File: config.mk
export PLATFORM = sky130hd
export DESIGN_NAME = background_light_threshold_monitor
export DESIGN_NICKNAME = d
export VERILOG_FILES = /design/src/include/bg_monitor_pkg.sv /design/src/hw/exceed_counter.sv /design/src/hw/background_light_threshold_monitor.sv
export VERILOG_INCLUDE_DIRS = /design/src /design/src/include
export SDC_FILE = /design/constraint.sdc
export NUM_CORES = 1
export LEC_CHECK = 0
export ABC_AREA = 1
export BUFFER_PORTS_ARGS = -buffer_cell sky130_fd_sc_hd__buf_2
export CAP_MARGIN = 5
export CORE_MARGIN = 5
export CORE_UTILIZATION = 55
export CTS_CLUSTER_DIAMETER = 120
export DETAILED_ROUTE_END_ITERATION = 8
export PLACE_DENSITY = 0.8
export SLEW_MARGIN = 5
export SYNTH_ARGS = -nofsm -noshare
export SYNTH_HDL_FRONTEND = slang
export SYNTH_SLANG_ARGS = --single-unit
File: constraint.sdc
create_clock -name sys_clk_i -period 7.7 [get_ports sys_clk_i]
set_clock_uncertainty 0.15 [all_clocks]
set_input_delay 0.385 -clock sys_clk_i [delete_from_list [all_inputs] [get_ports sys_clk_i]]
set_output_delay 0.385 -clock sys_clk_i [all_outputs]
set_load 0.01 [all_outputs]
File: src/include/bg_monitor_cfg.svh
// Register offsets, field positions, reset values and decode constants
`ifndef BG_MONITOR_CFG_SVH
`define BG_MONITOR_CFG_SVH

// ==================================================================
// Register offsets
`define ADDR_BG_FLAGS       8'h04
`define ADDR_BG_SETUP_A     8'h16
`define ADDR_BG_SETUP_B     8'h1c
`define ADDR_GAIN_CTRL_B    8'h44
`define ADDR_PATH_SEL_B     8'h45
`define ADDR_CH_GAIN_B      8'h55
`define ADDR_FLOAT_CTRL_B   8'h58

// ==================================================================
// Field positions
`define THRESH_MSB          13
`define COUNT_MSB           15
`define COUNT_LSB           14
`define FLAGS_A_LSB         0
`define FLAGS_B_LSB         4
`define GAIN_MSB            1
`define GAIN_LSB            0
`define PER_CH_GAIN_BIT     6
`define INT_BUF_BIT         7
`define CH_GAIN_LSB         6
`define CH_GAIN_MSB         11

// ==================================================================
// Reset values
`define RST_SETUP           16'h0000
// Upper front-end fields come up at their recommended codes; gain, split and buffer bits at 0
`define RST_GAIN_CTRL_B     16'h1c38
`define RST_PATH_SEL_B      16'hada5
`define RST_CH_GAIN_B       16'h0000
`define RST_FLOAT_CTRL_B    16'h0000

// ==================================================================
// Exceedance totals per count code
`define EXCEED_CODE1        5'h01
`define EXCEED_CODE2        5'h04
`define EXCEED_CODE3        5'h10

// ==================================================================
// Path select codes
`define PATH_FULL_CHAIN     16'hada5
`define PATH_AMP_ADC_BUF    16'hae65
`define PATH_AMP_ADC_INT    16'hb065

`endif

File: src/include/bg_monitor_pkg.sv
// Types shared by the background light monitor
package bg_monitor_pkg;

  typedef enum logic [3:0] {
    PATH_FULL     = 4'b0001,
    PATH_AMP_ADC  = 4'b0010,
    PATH_RESERVED = 4'b0100,
    PATH_IDLE     = 4'b1000
  } path_mode_e;

  typedef enum logic [1:0] {
    GAIN_200K = 2'h0,
    GAIN_100K = 2'h1,
    GAIN_50K  = 2'h2,
    GAIN_25K  = 2'h3
  } gain_sel_e;

  typedef struct packed {
    logic [4:0] count;
    logic       flag;
  } chan_state_s;

endpackage

File: src/hw/exceed_counter.sv
// One channel's exceedance counter and sticky background flag
`include "bg_monitor_cfg.svh"

module exceed_counter (
  // Clock and reset
  input  wire logic        sys_clk_i,
  input  wire logic        rst_i,
  // Sample and setup
  input  wire logic        sample_valid_i,
  input  wire logic [13:0] sample_i,
  input  wire logic [13:0] threshold_i,
  input  wire logic [1:0]  count_code_i,
  // Flag
  input  wire logic        flag_clear_i,
  output logic             flag_o
);

  bg_monitor_pkg::chan_state_s state_q;
  bg_monitor_pkg::chan_state_s state_d;
  logic [4:0]                  target;
  logic                        hit;
  logic [4:0]                  next_cnt;

  always_comb begin
    target   = 5'h00;
    hit      = sample_valid_i && (sample_i > threshold_i);
    next_cnt = state_q.count;
    state_d  = state_q;
    unique case (count_code_i)
      2'h0: target = 5'h00;
      2'h1: target = `EXCEED_CODE1;
      2'h2: target = `EXCEED_CODE2;
      2'h3: target = `EXCEED_CODE3;
    endcase
    // A read restarts the count; a hit in the same cycle still counts
    if (flag_clear_i) begin
      state_d.flag = 1'b0;
      next_cnt     = 5'h00;
    end
    // Saturate so a long run cannot wrap back below the target
    if (hit && next_cnt != 5'h1f) begin
      next_cnt = next_cnt + 5'h01;
    end
    state_d.count = next_cnt;
    if (target != 5'h00 && next_cnt >= target) begin
      state_d.flag = 1'b1;
    end
  end

  always_ff @(posedge sys_clk_i) begin
    if (rst_i) begin
      state_q <= '0;
    end else begin
      state_q <= state_d;
    end
  end

  assign flag_o = state_q.flag;

endmodule

File: src/hw/background_light_threshold_monitor.sv
// Float-mode background light monitor and slot B front-end setup registers
`include "bg_monitor_cfg.svh"

module background_light_threshold_monitor (
  // Clock and reset
  input  wire logic        sys_clk_i,
  input  wire logic        rst_i,
  // Register port
  input  wire logic        reg_wr_i,
  input  wire logic        reg_rd_i,
  input  wire logic [7:0]  reg_addr_i,
  input  wire logic [15:0] reg_wdata_i,
  output logic [15:0]      reg_rdata_o,
  // Float-mode subtract samples
  input  wire logic        sample_valid_a_i,
  input  wire logic        sample_valid_b_i,
  input  wire logic [55:0] sample_a_i,
  input  wire logic [55:0] sample_b_i,
  // Slot B front-end setup
  output logic [7:0]       gain_b_o,
  output logic [3:0]       path_mode_b_o,
  output logic             integrator_buffer_mode_b_o
);

  typedef struct packed {
    logic [15:0] setup_a;
    logic [15:0] setup_b;
    logic [15:0] gain_ctrl_b;
    logic [15:0] path_sel_b;
    logic [15:0] ch_gain_b;
    logic [15:0] float_ctrl_b;
    logic [15:0] rdata;
    logic [7:0]  gain_b;
    logic [3:0]  path_mode;
    logic        int_buf;
  } regs_s;

  regs_s      regs_q;
  regs_s      regs_d;
  logic [7:0] flags;
  logic       flag_clear;
  logic [1:0] g1;
  logic [1:0] g2;
  logic [1:0] g3;
  logic [1:0] g4;
  bg_monitor_pkg::path_mode_e path_mode;

  // ==================================================================
  // Exceedance counters
  // Flags live in the counters, so the read clears them at the edge that
  // also returns them: the read sees the old value, the next hit wins.
  assign flag_clear = reg_rd_i && (reg_addr_i == `ADDR_BG_FLAGS);

  for (genvar ch = 0; ch < 4; ch++) begin : g_chan
    exceed_counter u_a (
      .sys_clk_i      (sys_clk_i),
      .rst_i          (rst_i),
      .sample_valid_i (sample_valid_a_i),
      .sample_i       (sample_a_i[ch*14 +: 14]),
      .threshold_i    (regs_q.setup_a[`THRESH_MSB:0]),
      .count_code_i   (regs_q.setup_a[`COUNT_MSB:`COUNT_LSB]),
      .flag_clear_i   (flag_clear),
      .flag_o         (flags[`FLAGS_A_LSB + ch])
    );
    exceed_counter u_b (
      .sys_clk_i      (sys_clk_i),
      .rst_i          (rst_i),
      .sample_valid_i (sample_valid_b_i),
      .sample_i       (sample_b_i[ch*14 +: 14]),
      .threshold_i    (regs_q.setup_b[`THRESH_MSB:0]),
      .count_code_i   (regs_q.setup_b[`COUNT_MSB:`COUNT_LSB]),
      .flag_clear_i   (flag_clear),
      .flag_o         (flags[`FLAGS_B_LSB + ch])
    );
  end

  // ==================================================================
  // Gain and path decode
  always_comb begin
    g1 = regs_q.gain_ctrl_b[`GAIN_MSB:`GAIN_LSB];
    g2 = g1;
    g3 = g1;
    g4 = g1;
    if (regs_q.gain_ctrl_b[`PER_CH_GAIN_BIT]) begin
      g2 = regs_q.ch_gain_b[`CH_GAIN_LSB +: 2];
      g3 = regs_q.ch_gain_b[`CH_GAIN_LSB + 2 +: 2];
      g4 = regs_q.ch_gain_b[`CH_GAIN_LSB + 4 +: 2];
    end
    unique case (regs_q.path_sel_b)
      `PATH_FULL_CHAIN:  path_mode = bg_monitor_pkg::PATH_FULL;
      `PATH_AMP_ADC_BUF: path_mode = bg_monitor_pkg::PATH_AMP_ADC;
      `PATH_AMP_ADC_INT: path_mode = bg_monitor_pkg::PATH_AMP_ADC;
      default:           path_mode = bg_monitor_pkg::PATH_RESERVED;
    endcase
  end

  // ==================================================================
  // Register file
  always_comb begin
    regs_d = regs_q;
    if (reg_wr_i) begin
      unique case (reg_addr_i)
        `ADDR_BG_SETUP_A:   regs_d.setup_a      = reg_wdata_i;
        `ADDR_BG_SETUP_B:   regs_d.setup_b      = reg_wdata_i;
        `ADDR_GAIN_CTRL_B:  regs_d.gain_ctrl_b  = reg_wdata_i;
        `ADDR_PATH_SEL_B:   regs_d.path_sel_b   = reg_wdata_i;
        `ADDR_CH_GAIN_B:    regs_d.ch_gain_b    = reg_wdata_i;
        `ADDR_FLOAT_CTRL_B: regs_d.float_ctrl_b = reg_wdata_i;
        default:            regs_d.rdata        = regs_q.rdata;
      endcase
    end
    if (reg_rd_i) begin
      unique case (reg_addr_i)
        `ADDR_BG_FLAGS:     regs_d.rdata = {8'h00, flags};
        `ADDR_BG_SETUP_A:   regs_d.rdata = regs_q.setup_a;
        `ADDR_BG_SETUP_B:   regs_d.rdata = regs_q.setup_b;
        `ADDR_GAIN_CTRL_B:  regs_d.rdata = regs_q.gain_ctrl_b;
        `ADDR_PATH_SEL_B:   regs_d.rdata = regs_q.path_sel_b;
        `ADDR_CH_GAIN_B:    regs_d.rdata = regs_q.ch_gain_b;
        `ADDR_FLOAT_CTRL_B: regs_d.rdata = regs_q.float_ctrl_b;
        default:            regs_d.rdata = 16'h0000;
      endcase
    end
    regs_d.gain_b    = {g4, g3, g2, g1};
    regs_d.path_mode = path_mode;
    regs_d.int_buf   = regs_q.gain_ctrl_b[`INT_BUF_BIT];
  end

  always_ff @(posedge sys_clk_i) begin
    if (rst_i) begin
      regs_q              <= '0;
      regs_q.setup_a      <= `RST_SETUP;
      regs_q.setup_b      <= `RST_SETUP;
      regs_q.gain_ctrl_b  <= `RST_GAIN_CTRL_B;
      regs_q.path_sel_b   <= `RST_PATH_SEL_B;
      regs_q.ch_gain_b    <= `RST_CH_GAIN_B;
      regs_q.float_ctrl_b <= `RST_FLOAT_CTRL_B;
      regs_q.path_mode    <= bg_monitor_pkg::PATH_IDLE;
    end else begin
      regs_q <= regs_d;
    end
  end

  // ==================================================================
  // Outputs
  assign reg_rdata_o                = regs_q.rdata;
  assign gain_b_o                   = regs_q.gain_b;
  assign path_mode_b_o              = regs_q.path_mode;
  assign integrator_buffer_mode_b_o = regs_q.int_buf;

endmodule

==> results of run 1 <==
## area by class of cell
| type | instances | area, um^2 |
|---|---|---|
| fill | 1806 | 7570 |
| inverter | 271 | 1020 |
| clock buffer | 19 | 443 |
| multi-input combinational | 1135 | 6390 |
| tap | 270 | 338 |
| timing repair buffer | 173 | 873 |
| clock inverter | 13 | 130 |
| sequential | 173 | 3460 |
## Yosys cell counts, types with 2 or more instances
library cell / n / share of area (%)
ha_1: 152 / 17
clkbuf_1: 40 / 1.3
o221ai_1: 4 / 0.31
xnor2_1: 7 / 0.54
xor2_1: 9 / 0.70
nand4_1: 4 / 0.22
o211ai_1: 9 / 0.60
nand4_2: 7 / 0.77
o21ai_0: 109 / 4.8
nand2_1: 401 / 13
nor3_2: 2 / 0.18
o22ai_1: 28 / 1.5
o31ai_1: 6 / 0.40
and2_1: 4 / 0.22
nand3_1: 47 / 2.1
nor4_1: 2 / 0.11
buf_2: 5 / 0.22
nor2_2: 5 / 0.28
dfxtp_1: 173 / 31
o21a_1: 4 / 0.27
nor2_1: 143 / 4.7
nor3_1: 12 / 0.53
a21oi_1: 175 / 7.7
inv_1: 269 / 8.9
buf_6: 3 / 0.30
buf_4: 30 / 2.0
## worst min-delay path, cell delays in order
cell and delay [ps]:
buf_2 150, nand2_1 70, nand3_1 70
## power by group
group,total (mW),switching (mW),internal [mW]
sequential,0.912,0.00612,0.906
clock,0.847,0.384,0.464
combinational,0.233,0.142,0.0906
total,1.99,0.532,1.46
## sequential cells by signal, summed over array words and instances (netlist names), 2 cells and up
signal              cells
path_mode_b_o           4
reg_rdata_o            16
gain_b_o                8
g_chan.u_b.state_q     20
g1                      2
g_chan.u_a.flag_o       4
g_chan.u_a.state_q     20
g_chan.u_b.flag_o       4
regs_q                 93
## path summary, 6_finish.rpt
| check | startpoint | endpoint | slack, ps |
|---|---|---|---|
| min reg2reg | regs_q[58]$_SDFFE_PP0P_ | regs_q[58]$_SDFFE_PP0P_ | 300 |
| min | reg_wdata_i[12] | regs_q[89]$_SDFFE_PP1P_ | 130 |
| max | reg_addr_i[0] | g_chan[3].u_a.flag_o$_SDFFE_PP0P_ | 3270 |
| max reg2reg | regs_q[102]$_SDFFE_PP0P_ | g_chan[2].u_b.flag_o$_SDFFE_PP0P_ | 4660 |
## kinds of logic after synthesis
logic type               count (synthesis)  share of synthesized area (%)
AO/OA/AOI/OAI                          337                           15.8
flip-flops                             173                           30.6
adder cells (fa/ha/maj)                152                           16.8
AND/OR/NAND/NOR                        630                           22.6
buffers and inverters                  349                           12.8
XOR/XNOR                                16                           1.24
## routing by layer
metal,vias up,routed length (um),track usage [%]
met5,-,0,0
met4,0,1400,11.8
met3,95,2260,5.00
met2,429,15700,46.7
met1,4997,12900,31.8
li1,5531,-,-
## metrics by stage
step,worst slack [ps],util [%],std cells,instance area [um^2]
global placement,3160,59.7,2022,12100
global route,2960,62.6,2054,12700
detailed placement,2910,59.7,2022,12100
floorplan,4440,-,1657,11300
CTS,3290,62.6,2054,12700
finish,3270,62.6,2054,12700
==> run summary, run 1 <==
status: complete, no violations
RSZ-0062 raised after global routing: no
Fin Hold WS: 131 ps
post-route minimum period: 4430 ps
ANT cells: 0
Mapped Cells: 1,657
CTS tree: done
Final HPWL DP: 24,600 um
max-slew violation count: 0
Pwr Density: 157 mW/mm^2
WL/cell: 15.7 um
first-pass GRT wire length: 51,500 um
Hold Path Cell Cnt: 3
P_leak: 6.21 nW
slowest CP cell: inv_2
syn nets: 1,951
Post-DRT Antenna Nets: 0
Root Driver: clkbuf_16
initial core utilization: 55.9%
most frequent CP cell: nand2_1
Num CTS Buffers: 17
GRT Total Usage: 26.6%
final setup fails: 0
Max stage delay on crit path: 740 ps
Clock transition at path regs: 70 ps
power consumption: 1.99 mW
Slew Limit Headroom: 22.7%
via count: 11,100
WP data required: 7810 ps
die width: 153 um
Hold/Removal Path Class: in2reg
DIE AREA: 0.0235 mm^2
1st-pass router iterations: 5
Detailed Route Iter0 Violations: 943
Slew @ Worst Pin: 1160 ps
Sink Count: 173
sequential element share of the synthesized area: 30.6%
number of global-route vias before repair: 10,600
CTS Hold Bufs: 0
Reg2Reg Depth: 19
antenna violations before repair: 0
largest net degree at the start of global routing: 85
Synth cell types: 33
commonest cells after routing, fill and taps aside: 401 x nand2_1, 269 x inv_1, 175 x a21oi_1
number of H-tree levels: 4
Routed WL: 32,200 um
Max Freq: 0.225 GHz
DR vias/cell: 5.38
total of max-cap violations: 0
critical-path maximum fanout: 29
netlist area before placement: 0.0113 mm^2
Port Buffers: 170
Mapped Avg Cell Area: 6.83 um^2
Post-synth EDFFs: 0
layout cell share with drive strength beyond 1: 12.4%
number of core rows: 52
fin crit share: 57.6%
Buf/Inv on CP: 5
DRC: 0
most common cell after layout, fill and taps aside: nand2_1
Die Ht: 153 um
critical path depth in cells: 25
CTS Buffer Depth: 2
grt total ovfl: 0
Setup crit start kind: input port
Seq cells post-synth: 173
CP endpoint kind: flop
gpl congestion: 0.921
clk_lat worst skew: 430 ps
dominant synthesized flop cell: dfxtp_1
Setup Fix Bufs, Post-CTS: 0
delay-heaviest family, CP: simple AND/OR/NAND/NOR gates
Hold Vio Cnt, Final: 0
I/O pins: 171
Sum Neg Setup Slack: 0 ps
post-synthesis async set-or-reset flop share: 0%
CP Class: in2reg
Final nets: 2,065
Synth warnings: 0
Resize count post-CTS: 0
Core Region: 0.0202 mm^2
Area growth syn-to-layout: 11.9%
Arr. time, crit path: 4550 ps
peak supply drop: 0.171 mV
Power figures use the tool's default switching activity.
==> run 2, diff against run 1 <==
--- a/config.mk
+++ b/config.mk
@@ -6,7 +6,7 @@
 export SDC_FILE = /design/constraint.sdc
 export NUM_CORES = 1
 export LEC_CHECK = 0
-export ABC_AREA = 1
+export ABC_AREA = 0
 export BUFFER_PORTS_ARGS = -buffer_cell sky130_fd_sc_hd__buf_2
 export CAP_MARGIN = 5
 export CORE_MARGIN = 5
==> constraint.sdc (replaced) <==
create_clock -name sys_clk_i -period 4.3 [get_ports sys_clk_i]
set_clock_uncertainty 0.15 [all_clocks]
set_input_delay 0.215 -clock sys_clk_i [delete_from_list [all_inputs] [get_ports sys_clk_i]]
set_output_delay 0.215 -clock sys_clk_i [all_outputs]
set_load 0.01 [all_outputs]
==> run 2 against run 1 <==
  * Critical path depth decreased by 8
  * Utilization increased by 1.1 points
  * Synthesized cell count decreased by 18%
  * Sequential cell count unchanged
  * Synthesized area decreased by 0.39%
  * Critical endpoint is now g_chan[0].u_a.flag_o$_SDFFE_PP0P_
  * Largest cell class unchanged
  * Non-clock buffer count increased by 31
==> run summary, run 2 <==
syn nets: 1,660
fin crit share: 93.5%
biggest regs: regs_q (93), g_chan.u_a.state_q (20), g_chan.u_b.state_q (20)
Die Ht: 153 um
Arr. time, crit path: 4180 ps
commonest cells after routing, fill and taps aside: 178 x nand2_1, 173 x dfxtp_1, 169 x buf_2
met3 wire len: 2920 um
WL/cell: 18.7 um
die width: 153 um
post-route minimum period: 4020 ps
Area growth syn-to-layout: 14.3%
DR vias/cell: 5.98
Sw Ratio: 26.8%
fin util: 63.6%
Hold/Removal Path Class: in2reg
critical-path maximum fanout: 5
grt total ovfl: 0
Root Driver: clkbuf_16
final instance area: 0.0129 mm^2
area leader, netlist: dfxtp_1
GRT Total Usage: 28.0%
CP endpoint kind: flop
Routed WL: 33,300 um
Clock transition at path regs: 70 ps
max reg flops: 93
Hold Vio Cnt, Final: 0
dominant synthesized flop cell: dfxtp_1
wire length on met2: 14,600 um
I/O pins: 171
Max Freq: 0.249 GHz
clk_lat worst skew: 440 ps
peak supply drop: 0.306 mV
Largest Register: regs_q
Post-DP Area: 0.0122 mm^2
Seq pwr share: 45.9%
first-pass GRT wire length: 54,000 um
P_leak: 5.74 nW
top cell type's share of synthesized area: 30.7%
Sum Neg Setup Slack: 0 ps
Post-DRT Antenna Nets: 0
ANT cells: 0
sequential element share of the synthesized area: 30.7%
Core Region: 0.0202 mm^2
Synth warnings: 0
Synth cell types: 53
Detailed Route Iter0 Violations: 1,162
Slew Limit Headroom: 35.6%
DIE AREA: 0.0234 mm^2
FF-to-FF setup slack: 660 ps
most common cell after layout, fill and taps aside: nand2_1
CP Class: in2reg
Post-Place Cells: 1,735
Area contributors post-synth: dfxtp_1 31%, ha_1 17%, a21oi_1 6.0%
number of core rows: 52
Sequential Area: 0.00346 mm^2
CTS tree: done
Sink Count: 173
Gate power share: 12.4%
top cells by count, synth: 178 x nand2_1, 173 x dfxtp_1, 152 x ha_1, 136 x a21oi_1, 124 x nor2_1
number of global-route vias before repair: 10,500
post-synthesis async set-or-reset flop share: 0%
netlist area before placement: 0.0113 mm^2
P_sw: 0.952 mW
worst setup margin: 280 ps
top-count cell post-synth: nand2_1
Int Pwr: 2.59 mW
Final nets: 1,794
CTS Buffer Depth: 2
layout cell share with drive strength beyond 1: 16.1%
Mapped Cells: 1,366
Final HPWL DP: 24,800 um
number of H-tree levels: 4
antenna violations before repair: 0
Setup crit start kind: input port
Port Buffers: 170
Resize count post-CTS: 0
Post-synth EDFFs: 0
non-filler instance count after layout: 1,782
gpl congestion: 0.939
Num CTS Buffers: 17
Pwr Density: 275 mW/mm^2
M1 WL: 14,600 um
RSZ-0062 raised after global routing: no
Setup WS pre-CTS: 73.6 ps
1st-pass router iterations: 6
multi-input combinational cell area: 0.00718 mm^2
final setup fails: 0
total of max-cap violations: 0
via count: 10,600
status: complete, no violations
DRC: 0
Mapped Avg Cell Area: 8.25 um^2
initial core utilization: 55.7%
Seq cells post-synth: 173
WP data required: 4460 ps
fill cell count: 1,744
Clock power frac: 41.6%
max-slew violation count: 0
largest net degree at the start of global routing: 96
Slew @ Worst Pin: 966 ps
top layer in use: met4
-- run 2: changes by cell type after synthesis, sizes merged, moves of 21 or more --
cell	change
o21ai	-78
nand2	-224
nand2b	+34
and2	+23
nor2	-24
a21oi	-38
nor2b	+23
mux2i	+51
inv	-219
a211oi	+21
-- run 2: layer usage --
metal | up-vias | GRT usage (%)
met5 | - | 0
met4 | 0 | 10.9
met3 | 96 | 4.86
met2 | 527 | 43.9
met1 | 4912 | 38.5
li1 | 5114 | -
-- run 2: worst max-delay path: stages --
cell and delay (ps):
buf_2 120, nor4b_2 430, nand4_1 320, and2_1 280, ha_1 230, nand2_1 80, nor2_1 40, ha_1 200
a2111oi_0 570, o21ai_0 250, a21oi_2 290, mux2_2 380, ha_1 310, o211ai_1 120, nor2_1 80, mux2i_1 160
o211ai_1 110
-- run 2: final timing paths --
path,cells past startpoint,end,from
worst min register to register,2,regs_q[60]$_SDFFE_PP0P_,regs_q[60]$_SDFFE_PP0P_
worst max-delay path,17,g_chan[0].u_a.flag_o$_SDFFE_PP0P_,reg_addr_i[3]
worst min-delay path,1,path_mode_b_o[3]$_SDFF_PP1_,rst_i
worst max register to register,12,g_chan[2].u_b.flag_o$_SDFFE_PP0P_,regs_q[105]$_SDFFE_PP0P_
-- run 2: logic make-up (layout without fill, tap and decap cells) --
logic type,Yosys count,after routing,share of synthesized area (%)
buffers and inverters,140,286,5.73
DFF,173,173,30.7
muxes,66,66,6.03
and+or+nand+nor,510,510,21.6
AOI/OAI and AO/OA,309,309,17.7
adders and majority gates,152,152,16.9
xor gates and xnor gates,16,16,1.24
-- run 2: repair_timing --
item,in CTS,in global routing
hold endpoints to repair,76,0
buffers inserted,0,0
hold buffers,16,0
-- run 2: cell type report --
cell class / count / area share [%]
multi-input combinational: 1053 / 55.8
sequential: 173 / 26.9
timing repair buffer: 204 / 8.92
clock buffer: 19 / 3.52
tap: 270 / 2.62
inverter: 51 / 1.49
clock inverter: 12 / 0.806
-- run 2: power groups by stage --
stage | Sequential [mW] | Clock, mW | Combinational (mW)
finish | 1.63 | 1.48 | 0.441
global route | 1.63 | 1.56 | 0.492
CTS | 1.63 | 1.48 | 0.435
detailed placement | 1.66 | 0 | 0.420
global placement | 1.66 | 0 | 0.408
floorplan | 1.66 | 0 | 0.258
-- run 2: per-stage QoR --
stage | total power, mW | hold slack [ps]
final | 3.55 | 103
after global routing | 3.68 | 147
after CTS | 3.54 | 117
after detailed placement | 2.08 | 292
after global placement | 2.07 | 287
after floorplan | 1.92 | 92.7
